<file path="src/rtl/fra_defs.svh">
/*
  Constants for the byte-operation execute block: opcode fields, phase
  timing and interrupt vector. Assumes inclusion by bare name.
*/
`ifndef FRA_DEFS_SVH
`define FRA_DEFS_SVH

// ============================================================
// Instruction fields
`define FRA_CLASS_HI 13
`define FRA_CLASS_LO 12
`define FRA_OPC_HI 11
`define FRA_OPC_LO 8
`define FRA_DEST_BIT 7
`define FRA_ADDR_HI 6
`define FRA_CLASS_REG 2'h0
`define FRA_CLASS_LIT 2'h3
`define FRA_OPC_COMP 4'h9
`define FRA_OPC_DEC 4'h3
`define FRA_OPC_DECSKIP 4'hb
`define FRA_OPC_XORREG 4'h6
`define FRA_OPC_XORLIT 4'ha

// ============================================================
// Timing and reset values
`define FRA_PHASES 4
`define FRA_CLK_NS 10
`define FRA_IRQ_VECTOR 13'h0004
`define FRA_ACC_RESET 8'h00

`endif

</file>
<file path="src/rtl/fra_pkg.sv">
/*
  Types for the byte-operation execute block.
  Assumes fra_defs.svh is on the include path.
*/
package fra_pkg;
  // One-hot phase of the instruction cycle
  typedef enum logic [3:0] {
    FRA_PH1 = 4'h1,
    FRA_PH2 = 4'h2,
    FRA_PH3 = 4'h4,
    FRA_PH4 = 4'h8
  } fra_phase_t;

  // Decoded operation kind
  typedef enum logic [2:0] {
    FRA_OP_NONE = 3'h0,
    FRA_OP_COMP = 3'h1,
    FRA_OP_DEC = 3'h2,
    FRA_OP_DECSKIP = 3'h3,
    FRA_OP_XORREG = 3'h4,
    FRA_OP_XORLIT = 3'h5
  } fra_op_t;
endpackage : fra_pkg

</file>
<file path="src/rtl/fra_exec.sv">
/*
  Execute logic for complement, decrement, decrement-skip and the two
  exclusive-OR operations, plus return-address push on interrupt entry.
  Assumes the fetch unit holds instr/pc stable over a whole instruction
  cycle and the data memory answers reads combinationally in phase 2.
*/
//
// Function
// [RL1] Interrupt entry pushes only the return address
// [RL2] Service software saves accumulator and status itself
// [RL3] Saved status copy lives in bank 0
// [RL4] Complement inverts operand, updates null flag
// [RL5] Target bit 0 to accumulator, 1 to register
// [RL6] Decrement operand, null flag from result
// [RL7] Decrement-skip: no flags, zero result skips next
// [RL8] Literal XOR into accumulator, updates null flag
// [RL9] Register XOR to target, updates null flag
// [RL10] Decode, read, compute, write across four phases
// [RL11] Target bit 7, address bits 6 to 0
`include "fra_defs.svh"
module fra_exec
  import fra_pkg::*;
#(
  parameter int ADDR_W = 7,
  parameter int PC_W = 13
) (
  input wire logic clk,
  input wire logic rst,
  input wire logic [13:0] instr,
  input wire logic [PC_W-1:0] pc,
  input wire logic irq_take,
  input wire logic [7:0] mem_rdata,
  input wire logic null_flag_in,
  output logic [ADDR_W-1:0] mem_addr_q,
  output logic [7:0] mem_wdata_q,
  output logic mem_we_q,
  output logic [7:0] acc_q,
  output logic result_null_flag_q,
  output logic null_we_q,
  output logic skip_q,
  output logic [PC_W-1:0] stack_push_data_q,
  output logic stack_push_q,
  output logic [PC_W-1:0] irq_vector_q,
  output logic irq_jump_q,
  output fra_phase_t phase_q
);
  // ============================================================
  // Phase sequencing
  fra_phase_t ph;
  logic cyc_end;
  fra_phase_gen u_phase (
    .clk(clk),
    .rst(rst),
    .phase_q(ph),
    .cycle_end(cyc_end)
  );

  // Shared arithmetic
  function automatic logic is_zero(input logic [7:0] v);
    return v == 8'h00;
  endfunction : is_zero

  // ============================================================
  // Decode wires
  wire [1:0] cls = instr[`FRA_CLASS_HI:`FRA_CLASS_LO];
  wire [3:0] opc = instr[`FRA_OPC_HI:`FRA_OPC_LO];
  wire dest_w = instr[`FRA_DEST_BIT]; // RL11
  wire [ADDR_W-1:0] addr_w = instr[ADDR_W-1:0]; // RL11
  wire [7:0] lit_w = instr[7:0];
  fra_op_t dec_op;
  assign dec_op = (cls == `FRA_CLASS_REG && opc == `FRA_OPC_COMP) ? FRA_OP_COMP :
                  (cls == `FRA_CLASS_REG && opc == `FRA_OPC_DEC) ? FRA_OP_DEC :
                  (cls == `FRA_CLASS_REG && opc == `FRA_OPC_DECSKIP) ? FRA_OP_DECSKIP :
                  (cls == `FRA_CLASS_REG && opc == `FRA_OPC_XORREG) ? FRA_OP_XORREG :
                  (cls == `FRA_CLASS_LIT && opc == `FRA_OPC_XORLIT) ? FRA_OP_XORLIT :
                  FRA_OP_NONE;

  // ============================================================
  // Latched state across the cycle
  fra_op_t op_q;
  logic dest_q;
  logic nop_q; // This cycle is a skipped slot
  logic [7:0] opnd_q;
  logic [7:0] res_q;
  logic [7:0] acc_d;
  logic [7:0] res_d;

  // Compute from latched operand
  always_comb begin
    res_d = opnd_q;
    unique case (op_q)
      FRA_OP_COMP: res_d = ~opnd_q; // RL4
      FRA_OP_DEC, FRA_OP_DECSKIP: res_d = opnd_q - 8'h01; // RL6 RL7
      FRA_OP_XORREG, FRA_OP_XORLIT: res_d = acc_q ^ opnd_q; // RL8 RL9
      FRA_OP_NONE: res_d = opnd_q;
    endcase
  end

  wire wr_phase = (ph == FRA_PH4) && !nop_q && (op_q != FRA_OP_NONE);
  wire to_acc = (op_q == FRA_OP_XORLIT) || !dest_q; // RL5
  wire flag_op = (op_q == FRA_OP_COMP) || (op_q == FRA_OP_DEC)
              || (op_q == FRA_OP_XORREG) || (op_q == FRA_OP_XORLIT);
  assign acc_d = (wr_phase && to_acc) ? res_q : acc_q; // RL5

  // ============================================================
  // Phase 1: decode; phase 2: read; phase 3: compute
  always_ff @(posedge clk) begin
    if (rst) begin
      op_q <= FRA_OP_NONE;
      dest_q <= 1'b0;
      opnd_q <= 8'h00;
      res_q <= 8'h00;
      mem_addr_q <= '0;
    end else begin
      if (ph == FRA_PH1) begin
        op_q <= nop_q ? FRA_OP_NONE : dec_op; // RL10
        dest_q <= dest_w;
        mem_addr_q <= addr_w;
      end
      if (ph == FRA_PH2) begin
        opnd_q <= (op_q == FRA_OP_XORLIT) ? lit_w : mem_rdata; // RL10
      end
      if (ph == FRA_PH3) begin
        res_q <= res_d; // RL10
      end
    end
  end

  // Phase 4: write the destination and flags
  always_ff @(posedge clk) begin
    if (rst) begin
      acc_q <= `FRA_ACC_RESET;
      mem_we_q <= 1'b0;
      mem_wdata_q <= 8'h00;
      null_we_q <= 1'b0;
      result_null_flag_q <= 1'b0;
    end else begin
      acc_q <= acc_d;
      mem_we_q <= wr_phase && !to_acc; // RL5 RL10
      mem_wdata_q <= res_q;
      null_we_q <= wr_phase && flag_op; // RL7
      result_null_flag_q <= (wr_phase && flag_op) ? is_zero(res_q) : null_flag_in; // RL6
    end
  end

  // Skip: the next instruction slot becomes a no-operation
  always_ff @(posedge clk) begin
    if (rst) begin
      nop_q <= 1'b0;
      skip_q <= 1'b0;
    end else begin
      skip_q <= wr_phase && (op_q == FRA_OP_DECSKIP) && is_zero(res_q); // RL7
      if (cyc_end) begin
        nop_q <= !nop_q && (op_q == FRA_OP_DECSKIP) && is_zero(res_q); // RL7
      end
    end
  end

  // ============================================================
  // Interrupt entry: only the return address is pushed; the
  // accumulator and status stay for software to save.
  always_ff @(posedge clk) begin
    if (rst) begin
      stack_push_q <= 1'b0;
      stack_push_data_q <= '0;
      irq_jump_q <= 1'b0;
      irq_vector_q <= '0;
    end else begin
      stack_push_q <= irq_take && cyc_end; // RL1
      irq_jump_q <= irq_take && cyc_end;
      stack_push_data_q <= pc; // RL1
      irq_vector_q <= PC_W'(`FRA_IRQ_VECTOR);
    end
  end

  always_ff @(posedge clk) begin
    if (rst) phase_q <= FRA_PH1;
    else phase_q <= ph;
  end

  // ============================================================
  // Checks
  write_in_ph4_a: assert property (@(posedge clk) disable iff (rst)
    mem_we_q |-> $past(ph == FRA_PH4)) // RL10
    else $error("register write outside phase 4");
  skip_no_flag_a: assert property (@(posedge clk) disable iff (rst)
    (ph == FRA_PH4 && op_q == FRA_OP_DECSKIP) |=> !null_we_q) // RL7
    else $error("decrement-skip touched flag");
  skip_nop_a: assert property (@(posedge clk) disable iff (rst)
    skip_q |-> nop_q[*4] ##1 (!mem_we_q && !null_we_q)) // RL7
    else $error("skipped slot not a no-operation");
  comp_value_a: assert property (@(posedge clk) disable iff (rst)
    (ph == FRA_PH3 && op_q == FRA_OP_COMP) |=> res_q == ~$past(opnd_q)) // RL4
    else $error("complement wrong");
  dec_flag_a: assert property (@(posedge clk) disable iff (rst)
    (wr_phase && op_q == FRA_OP_DEC) |=> null_we_q && result_null_flag_q == (mem_wdata_q == 8'h00)) // RL6
    else $error("decrement flag wrong");
  xorlit_acc_a: assert property (@(posedge clk) disable iff (rst)
    (wr_phase && op_q == FRA_OP_XORLIT) |=> acc_q == $past(res_q) && !mem_we_q) // RL8
    else $error("literal xor not to accumulator");
  dest_reg_a: assert property (@(posedge clk) disable iff (rst)
    (wr_phase && dest_q && op_q == FRA_OP_XORREG) |=> mem_we_q && $stable(acc_q)) // RL5 RL9
    else $error("register destination ignored");
  irq_push_a: assert property (@(posedge clk) disable iff (rst)
    (irq_take && cyc_end) |=> stack_push_q && stack_push_data_q == $past(pc)
      && $stable(acc_q)) // RL1
    else $error("interrupt entry wrong");
endmodule : fra_exec

</file>
<file path="src/rtl/fra_phase_gen.sv">
/*
  Four-phase sequencer: divides clk into the phases of one instruction
  cycle. Assumes a synchronous active-high reset.
*/
`include "fra_defs.svh"
module fra_phase_gen
  import fra_pkg::*;
(
  input wire logic clk,
  input wire logic rst,
  output fra_phase_t phase_q,
  output logic cycle_end
);
  // ============================================================
  // Phase rotation
  always_ff @(posedge clk) begin
    if (rst) begin
      phase_q <= FRA_PH1;
    end else begin
      unique case (phase_q)
        FRA_PH1: phase_q <= FRA_PH2;
        FRA_PH2: phase_q <= FRA_PH3;
        FRA_PH3: phase_q <= FRA_PH4;
        FRA_PH4: phase_q <= FRA_PH1;
        default: phase_q <= FRA_PH1; // Recover from illegal code
      endcase
    end
  end

  // Enable pulse in the last phase
  assign cycle_end = (phase_q == FRA_PH4);

  phase_onehot_a: assert property (@(posedge clk) disable iff (rst) $onehot(phase_q))
    else $error("phase not one-hot");
endmodule : fra_phase_gen

</file>
<file path="config.mk">
export PLATFORM = sky130hd
export DESIGN_NAME = fra_exec
export DESIGN_NICKNAME = d
export VERILOG_FILES = /design/src/rtl/fra_pkg.sv /design/src/rtl/fra_exec.sv /design/src/rtl/fra_phase_gen.sv
export VERILOG_INCLUDE_DIRS = /design/src /design/src/rtl
export SDC_FILE = /design/constraint.sdc
export NUM_CORES = 1
export LEC_CHECK = 0
export ABC_AREA = 1
export BUFFER_PORTS_ARGS = -buffer_cell sky130_fd_sc_hd__buf_4
export CELL_PAD_IN_SITES_DETAIL_PLACEMENT = 0
export CELL_PAD_IN_SITES_GLOBAL_PLACEMENT = 2
export CORE_MARGIN = 4
export CORE_UTILIZATION = 28
export CTS_BUF_LIST = sky130_fd_sc_hd__clkbuf_2
export DETAILED_ROUTE_END_ITERATION = 8
export PLACE_DENSITY = 0.83
export SETUP_SLACK_MARGIN = 0.05
export SLEW_MARGIN = 30
export SYNTH_ARGS = -nofsm -noshare
export SYNTH_HDL_FRONTEND = slang
export SYNTH_SLANG_ARGS = --single-unit
</file>
<file path="constraint.sdc">
create_clock -name clk -period 1.95 [get_ports clk]
set_clock_uncertainty 0.15 [all_clocks]
set_input_delay 0.195 -clock clk [delete_from_list [all_inputs] [get_ports clk]]
set_output_delay 0.195 -clock clk [all_outputs]
set_load 0.02 [all_outputs]
</file>
==> impl_metrics.prom, run 1 <==
# TYPE chip_impl_metric gauge
chip_impl_info{name="crit_path_start_kind",value="primary input"} 1
chip_impl_metric{name="cts_num_sinks",unit=""} 71
chip_impl_metric{name="grt_first_pass_wirelength",unit="um"} 14900
chip_impl_metric{name="setup_violations",unit=""} 0
chip_impl_metric{name="firstDrtPassIters",unit=""} 5
chip_impl_metric{name="std_cell_rows",unit=""} 37
chip_impl_metric{name="synth_largest_type_area_fraction",unit=""} 0.476
chip_impl_info{name="dominant_combinational_cell_family_by_area_after_synthesis",value="simple AND/OR/NAND/NOR gates"} 1
chip_impl_info{name="synth.largest_area_cell",value="sky130_fd_sc_hd__dfxtp_1"} 1
chip_impl_metric{name="area_delta_synth_final",unit="%"} 46.6
chip_impl_metric{name="chipHeight",unit="um"} 111
chip_impl_info{name="cpMaxStageDelayCell",value="sky130_fd_sc_hd__dlygate4sd3_1"} 1
chip_impl_info{name="ys.flop_type",value="sky130_fd_sc_hd__dfxtp_1"} 1
chip_impl_metric{name="clock_path_buffers",unit=""} 2
chip_impl_metric{name="dpl.cell_count",unit=""} 621
chip_impl_metric{name="antenna_violations_before_repair",unit=""} 0
chip_impl_info{name="r2r-start",value="opnd_q[0]"} 1
chip_impl_metric{name="top_level_ports",unit=""} 98
chip_impl_info{name="unrepaired_setup_endpoints_after_global_routing",value="no"} 1
chip_impl_metric{name="floorplan.initialDensity",unit=""} 0.288
chip_impl_metric{name="fp.coreArea",unit="sq um"} 10400
chip_impl_metric{name="drt-total-wl",unit="um"} 8890
chip_impl_metric{name="global_route.overflow_total",unit=""} 0
chip_impl_metric{name="antennaDiodeCount",unit=""} 0
chip_impl_metric{name="detail-route-antenna-nets",unit=""} 0
chip_impl_metric{name="sequential_cell_area_fraction_in_the_yosys_report",unit=""} 0.476
chip_impl_metric{name="synth_adder_area_share",unit=""} 0.00419
chip_impl_metric{name="post-cts-setup-buffers",unit=""} 0
chip_impl_metric{name="path_clk_slew",unit="ps"} 230
chip_impl_metric{name="synth-compound-area-share",unit=""} 0.0842
chip_impl_metric{name="worstPathMaxFanout",unit=""} 3
chip_impl_info{name="worst_path_cell_chain",value="dlygate4sd3_1 -> buf_4 -> nor2_1 -> nand4_1 -> dlygate4sd3_1 -> nand2_1 -> nand3_1 -> a21oi_1"} 1
chip_impl_metric{name="wl_per_cell",unit="um"} 12.9
chip_impl_info{name="cts_root_buffer",value="sky130_fd_sc_hd__clkbuf_2"} 1
chip_impl_info{name="timing.critical_path.from",value="instr[12]"} 1
chip_impl_metric{name="cellLeakagePower",unit="nW"} 2.07
chip_impl_info{name="synth_most_common_cell",value="sky130_fd_sc_hd__nor2_1"} 1
chip_impl_metric{name="first_global_vias",unit=""} 2997
chip_impl_info{name="holdCritStartpoint",value="pc[3]"} 1
chip_impl_info{name="end_kind",value="register"} 1
chip_impl_metric{name="postSynth.asyncResetShare",unit=""} 0
chip_impl_metric{name="layout.cells.non_filler",unit=""} 687
chip_impl_metric{name="worstPathArrival",unit="ps"} 1980
chip_impl_metric{name="number_of_distinct_standard_cells_referenced_by_the_synthesized_netlist",unit=""} 33
chip_impl_metric{name="highest_attainable_clock_frequency",unit="MHz"} 600
chip_impl_metric{name="critical-path-max-stage-delay",unit="ps"} 580
chip_impl_metric{name="post_synth_xor_area_fraction",unit=""} 0.0117
chip_impl_info{name="run_status",value="finished clean"} 1
chip_impl_metric{name="synthCells",unit=""} 407
chip_impl_info{name="timing.hold.worst.class",value="primary input to register"} 1
chip_impl_metric{name="dp_hpwl",unit="um"} 6480
chip_impl_info{name="tritoncts_clock_tree",value="yes"} 1
chip_impl_metric{name="synth-simple-area-share",unit=""} 0.307
chip_impl_metric{name="yosysWarningCount",unit=""} 0
chip_impl_metric{name="layout_cells_sized_above_1",unit=""} 0.232
chip_impl_metric{name="synthesis.area_per_instance",unit="sq um"} 7.34
chip_impl_metric{name="final.period_utilization",unit=""} 0.854
chip_impl_metric{name="count_of_input_and_output_buffers",unit=""} 85
chip_impl_metric{name="gpl_wtd_cong",unit=""} 0.813
chip_impl_metric{name="layout_min_cycle_time",unit="ps"} 1670
chip_impl_metric{name="violation_count_after_the_first_detailed_route_iteration",unit=""} 129
chip_impl_info{name="timing_worst_setup_path_type",value="primary input to register"} 1
chip_impl_metric{name="cts_inserted_buffers",unit=""} 9
chip_impl_metric{name="timing.final.hold_violations",unit=""} 0
chip_impl_metric{name="grt_usage",unit=""} 0.149
chip_impl_metric{name="ctsHtreeMaxLevel",unit=""} 3
chip_impl_info{name="most_common_cell_type_on_the_critical_path",value="sky130_fd_sc_hd__dlygate4sd3_1"} 1
chip_impl_metric{name="max-vdd-ir-drop",unit="mV"} 0.317
chip_impl_metric{name="cp_num_buf_inv",unit=""} 3
chip_impl_metric{name="powerDensity",unit="nW/um^2"} 777
chip_impl_metric{name="drv_slew",unit=""} 0
chip_impl_metric{name="syn-cell-area",unit="sq um"} 2990
chip_impl_metric{name="worst_skew_pair.late_latency",unit="ps"} 540
chip_impl_metric{name="grt_max_degree",unit=""} 23
chip_impl_metric{name="cp_data_required_time",unit="ps"} 2270
chip_impl_info{name="synth_top_cells_by_area",value="sky130_fd_sc_hd__dfxtp_1, sky130_fd_sc_hd__nor2_1, sky130_fd_sc_hd__nand2_1"} 1
chip_impl_info{name="timing.critical_path.max_delay_family",value="buffers and inverters"} 1
chip_impl_metric{name="fraction_of_synthesized_area_in_multiplexers",unit=""} 0
chip_impl_metric{name="drt-vias-per-instance",unit=""} 4.32
chip_impl_metric{name="edff_count_synth",unit=""} 0
chip_impl_info{name="netlist_top_cells_count",value="sky130_fd_sc_hd__nor2_1, sky130_fd_sc_hd__nand2_1, sky130_fd_sc_hd__dfxtp_1, sky130_fd_sc_hd__inv_1, sky130_fd_sc_hd__nand3_1"} 1
chip_impl_metric{name="max_cap_viol_count",unit=""} 0
chip_impl_metric{name="yosys_register_bits",unit=""} 71
chip_impl_metric{name="num_vias",unit=""} 2970
chip_impl_metric{name="detail_route.drc_violations",unit=""} 0
chip_impl_metric{name="die_width",unit="um"} 111
chip_impl_metric{name="num-nets-final",unit=""} 586
chip_impl_metric{name="die-area",unit="sq um"} 12400
chip_impl_metric{name="timing.setup.tns",unit="ps"} 0
[worst reg2reg max path: cells and delay by family, from the launching register on]
kind | cells | cell delay [ps]
and+or+nand+nor | 5 | 480
DFF | 1 | 390
AOI/OAI and AO/OA | 1 | 240
adders and majority gates | 1 | 180
buffers and inverters | 2 | 170
[power by group]
group          leakage [nW]  internal (mW)  switching, mW  total, mW
Combinational          1.41          0.313          0.404      0.716
Clock                0.0806          0.438          0.609       1.05
Sequential            0.580           1.55         0.0835       1.64
Total                  2.07           2.31           1.10       3.40
[placed cells by master (no fill, tap or decap), drive strengths merged]
cell         instances
nand2               78
xor2                 4
a31oi                8
nor3                 6
and2                 1
nand3               29
dfxtp               71
nand3b               1
clkinv               1
ha                   1
buf                 92
a22oi                1
clkbuf               9
dlygate4sd3         50
nor4                 1
or2                  2
conb                12
a2bb2oi              1
nor2                83
clkinvlp             2
inv                 52
nand4               10
o21ai               21
a21oi               13
bufinv               2
[registers in the layout (all words and copies together) (netlist names), 3 cells and up]
signal	flops
mem_wdata_q	8
mem_addr_q	7
u_phase.phase_q	4
res_q	8
stack_push_data_q	13
acc_q	8
phase_q	4
op_q	3
opnd_q	8
[layout make-up]
| type | instances | area [sq um] |
|---|---|---|
| fillers | 1091 | 5990 |
| flip-flops and latches | 71 | 1420 |
| multi-input cells | 272 | 1260 |
| repair buffers | 142 | 1190 |
| inverters | 50 | 188 |
| well taps | 136 | 170 |
| clock inverters | 7 | 104 |
| clock buffers | 9 | 45.0 |
[layer usage]
| layer | wire, um | part of all wire | GRT usage |
|---|---|---|---|
| met5 | 0 | 0 | 0 |
| met2 | 4270 | 0.48 | 0.254 |
| met3 | 413 | 0.046 | 0.0311 |
| met1 | 4060 | 0.46 | 0.184 |
| met4 | 145 | 0.016 | 0.0568 |
[logic make-up after synthesis]
family,count (synthesis)
compound gates,44
xor+xnor,4
fa+ha+maj,1
buf+inv,75
flops,71
other cells,1
simple gates,211
[path summary, 6_finish.rpt]
check / end / slack, ps / cells after the start
worst max-delay path: op_q[2] / 280 / 8
worst min-delay path: stack_push_data_q[3] / 230 / 4
worst max register to register: res_q[6] / 290 / 9
worst min register to register: mem_wdata_q[5] / 340 / 2
[through the flow]
step           hold slack (ps)  setup slack, ps   util  area [sq um]  total power, mW
4_1_cts                    200              260  0.422          4380             3.45
2_1_floorplan              129              478      -          3030             2.08
3_5_place_dp               253              263  0.360          3730             2.31
6_report                   234              284  0.422          4380             3.40
5_1_grt                    238             52.3  0.422          4380             3.60
3_3_place_gp               245              322  0.360          3730             2.31
[repair_timing]
item                      CTS  global route
gates resized for setup     0             0
hold buffers               50             0
hold endpoints to repair   51             0
(Power assumes the default switching activity.)
==> run 2, diff against run 1 <==
Settings changed: CELL_PAD_IN_SITES_DETAIL_PLACEMENT 0 to 1, CELL_PAD_IN_SITES_GLOBAL_PLACEMENT 2 to 1, CORE_UTILIZATION 28 to 36.
==> run 2 against run 1 <==
Sequential power about the same. Die area down 21%. Worst hold slack improved by 45 ps. Non-clock buffer count down 4. Clock-buffer cell count unchanged. Setup slack worse by 88 ps. Fmax fell by 5.0%. Global-route usage rose by 5.5 points. Design area fell by 0.83%.
==> impl_metrics.prom, run 2 (synthesis gave the netlist of run 1 again) <==
# TYPE chip_impl_metric gauge
chip_impl_metric{name="layout_cells_sized_above_1",unit=""} 0.230
chip_impl_info{name="run_status",value="finished clean"} 1
chip_impl_metric{name="dp_hpwl",unit="um"} 6700
chip_impl_info{name="mostFrequentLayoutCell",value="sky130_fd_sc_hd__buf_4"} 1
chip_impl_metric{name="grt_max_degree",unit=""} 22
chip_impl_info{name="r2r-start",value="opnd_q[0]"} 1
chip_impl_metric{name="fp.coreArea",unit="sq um"} 7890
chip_impl_info{name="unrepaired_setup_endpoints_after_global_routing",value="no"} 1
chip_impl_metric{name="worst_slew_pin_slew",unit="ps"} 546
chip_impl_metric{name="worst_r2r_path_depth",unit=""} 10
chip_impl_metric{name="drt-met1-wl",unit="um"} 3770
chip_impl_metric{name="grt_usage",unit=""} 0.204
chip_impl_info{name="holdCritStartpoint",value="pc[6]"} 1
chip_impl_metric{name="ctsHtreeMaxLevel",unit=""} 3
chip_impl_metric{name="met2RoutedLength",unit="um"} 5490
chip_impl_metric{name="stdcell_area",unit="sq um"} 4340
chip_impl_metric{name="max-vdd-ir-drop",unit="mV"} 0.625
chip_impl_metric{name="relSlewSlack",unit=""} 0.635
chip_impl_metric{name="layout_min_cycle_time",unit="ps"} 1750
chip_impl_metric{name="violation_count_after_the_first_detailed_route_iteration",unit=""} 144
chip_impl_info{name="end_kind",value="register"} 1
chip_impl_metric{name="cellLeakagePower",unit="nW"} 2.07
chip_impl_metric{name="cts_inserted_buffers",unit=""} 9
chip_impl_metric{name="drv_slew",unit=""} 0
chip_impl_metric{name="drt-vias-per-instance",unit=""} 4.78
chip_impl_metric{name="floorplan.initialDensity",unit=""} 0.379
chip_impl_metric{name="largest_reg_flops",unit=""} 13
chip_impl_metric{name="detail_route.drc_violations",unit=""} 0
chip_impl_metric{name="final.period_utilization",unit=""} 0.900
chip_impl_info{name="tritoncts_clock_tree",value="yes"} 1
chip_impl_metric{name="wl_per_cell",unit="um"} 15.2
chip_impl_metric{name="grt_first_pass_wirelength",unit="um"} 16100
chip_impl_metric{name="drt-total-wl",unit="um"} 9860
chip_impl_metric{name="worst_skew_pair.late_latency",unit="ps"} 510
chip_impl_metric{name="count_of_input_and_output_buffers",unit=""} 85
chip_impl_metric{name="worstPathMaxFanout",unit=""} 3
chip_impl_metric{name="final.hold.worst_slack",unit="ps"} 279
chip_impl_metric{name="top_level_ports",unit=""} 98
chip_impl_metric{name="gpl_wtd_cong",unit=""} 0.865
chip_impl_metric{name="global_route.overflow_total",unit=""} 0
chip_impl_info{name="timing_worst_setup_path_type",value="primary input to register"} 1
chip_impl_metric{name="detail-route-antenna-nets",unit=""} 0
chip_impl_metric{name="timing.final.hold_violations",unit=""} 0
chip_impl_metric{name="die_width",unit="um"} 99.1
chip_impl_metric{name="cts_num_sinks",unit=""} 71
chip_impl_metric{name="timing.final.ws_setup",unit="ps"} 195
chip_impl_metric{name="setup.reg_to_reg.worst_slack",unit="ps"} 270
chip_impl_info{name="cts_root_buffer",value="sky130_fd_sc_hd__clkbuf_2"} 1
chip_impl_metric{name="post-cts-setup-buffers",unit=""} 0
chip_impl_info{name="top_signal_layer_used",value="met4"} 1
chip_impl_info{name="whs_endpoint",value="stack_push_data_q[6]"} 1
chip_impl_metric{name="max_cap_viol_count",unit=""} 0
chip_impl_metric{name="power.total",unit="mW"} 3.61
chip_impl_metric{name="cp_data_required_time",unit="ps"} 2240
chip_impl_metric{name="place_worst_setup_slack",unit="ps"} 309
chip_impl_metric{name="antenna_violations_before_repair",unit=""} 0
chip_impl_info{name="worstReg2RegEnd",value="res_q[6]"} 1
chip_impl_metric{name="setup_violations",unit=""} 0
chip_impl_metric{name="highest_attainable_clock_frequency",unit="MHz"} 570
chip_impl_info{name="largest_register",value="stack_push_data_q"} 1
chip_impl_metric{name="powerDensity",unit="nW/um^2"} 831
chip_impl_metric{name="worstHoldPathCells",unit=""} 4
chip_impl_metric{name="timing.setup.tns",unit="ps"} 0
chip_impl_metric{name="num_vias",unit=""} 3101
chip_impl_metric{name="die-area",unit="sq um"} 9820
chip_impl_metric{name="place_area",unit="sq um"} 3670
chip_impl_metric{name="num-nets-final",unit=""} 582
chip_impl_metric{name="worstPathArrival",unit="ps"} 2050
chip_impl_metric{name="std_cell_rows",unit=""} 32
chip_impl_info{name="most-common-layout-cells",value="sky130_fd_sc_hd__buf_4, sky130_fd_sc_hd__nor2_1, sky130_fd_sc_hd__nand2_1"} 1
chip_impl_metric{name="path_clk_slew",unit="ps"} 200
chip_impl_metric{name="antennaDiodeCount",unit=""} 0
chip_impl_metric{name="firstDrtPassIters",unit=""} 5
chip_impl_metric{name="clock_path_buffers",unit=""} 2
chip_impl_metric{name="first_global_vias",unit=""} 3340
chip_impl_info{name="timing.hold.worst.class",value="primary input to register"} 1
chip_impl_metric{name="met3WireLength",unit="um"} 488
chip_impl_metric{name="chipHeight",unit="um"} 99.1
chip_impl_info{name="crit_path_start_kind",value="primary input"} 1
chip_impl_metric{name="area_delta_synth_final",unit="%"} 45.4
==> run 2: changes by cell type in the layout (fill, tap and decap cells not counted) <==
cell | before | now
sky130_fd_sc_hd__clkinv_4 | 1 | 2
sky130_fd_sc_hd__buf_4 | 92 | 90
sky130_fd_sc_hd__bufinv_16 | 2 | 4
sky130_fd_sc_hd__dlygate4sd3_1 | 50 | 48
sky130_fd_sc_hd__inv_6 | 1 | 0
sky130_fd_sc_hd__inv_8 | 1 | 0
sky130_fd_sc_hd__clkinvlp_4 | 2 | 1
==> run 2: worst max-delay path: stages <==
cell and delay (ps):
sky130_fd_sc_hd__dlygate4sd3_1 540, sky130_fd_sc_hd__buf_4 140, sky130_fd_sc_hd__nor2_1 190, sky130_fd_sc_hd__nand4_1 130, sky130_fd_sc_hd__dlygate4sd3_1 590, sky130_fd_sc_hd__nand3_1 100
sky130_fd_sc_hd__nand2_1 50, sky130_fd_sc_hd__a21oi_1 120
==> run 2: timing repair <==
action                                 in CTS  in global routing
hold buffers                               48                  0
endpoints found under the hold margin      47                  0
gates resized for setup                     0                  0
==> run 2: layout make-up <==
cell class | count | area (sq um)
clock buffers | 9 | 45.0
fillers | 994 | 3540
flip-flops and latches | 71 | 1420
multi-input cells | 272 | 1260
well taps | 102 | 128
repair buffers | 138 | 1160
inverters | 50 | 188
clock inverters | 7 | 145
==> run 2: how the worst max path moves through the flow <==
stage / startpoint / end / depth (start not counted)
finish: instr[13] / op_q[0] / 8
global route: opnd_q[0] / res_q[6] / 10
CTS: opnd_q[0] / res_q[6] / 10
detailed placement: opnd_q[0] / res_q[6] / 9
global placement: opnd_q[0] / res_q[6] / 9
floorplan: opnd_q[0] / res_q[6] / 9
==> run 2: power by group <==
part / switching, mW / internal, mW
Combinational: 0.426 / 0.307
Clock: 0.549 / 0.685
Sequential: 0.0897 / 1.55
Total: 1.06 / 2.55
==> run 2: metal layers <==
layer / up-vias / track usage
met5: - / 0
met4: 0 / 0.0515
met3: 11 / 0.0517
met2: 90 / 0.402
met1: 1475 / 0.213
li1: 1525 / -
==> run 2: metrics by stage <==
| stage | utilization | instances |
|---|---|---|
| after floorplan | - | 418 |
| after global placement | 0.466 | 585 |
| after detailed placement | 0.466 | 585 |
| after CTS | 0.551 | 649 |
| after global routing | 0.551 | 649 |
| final | 0.551 | 649 |
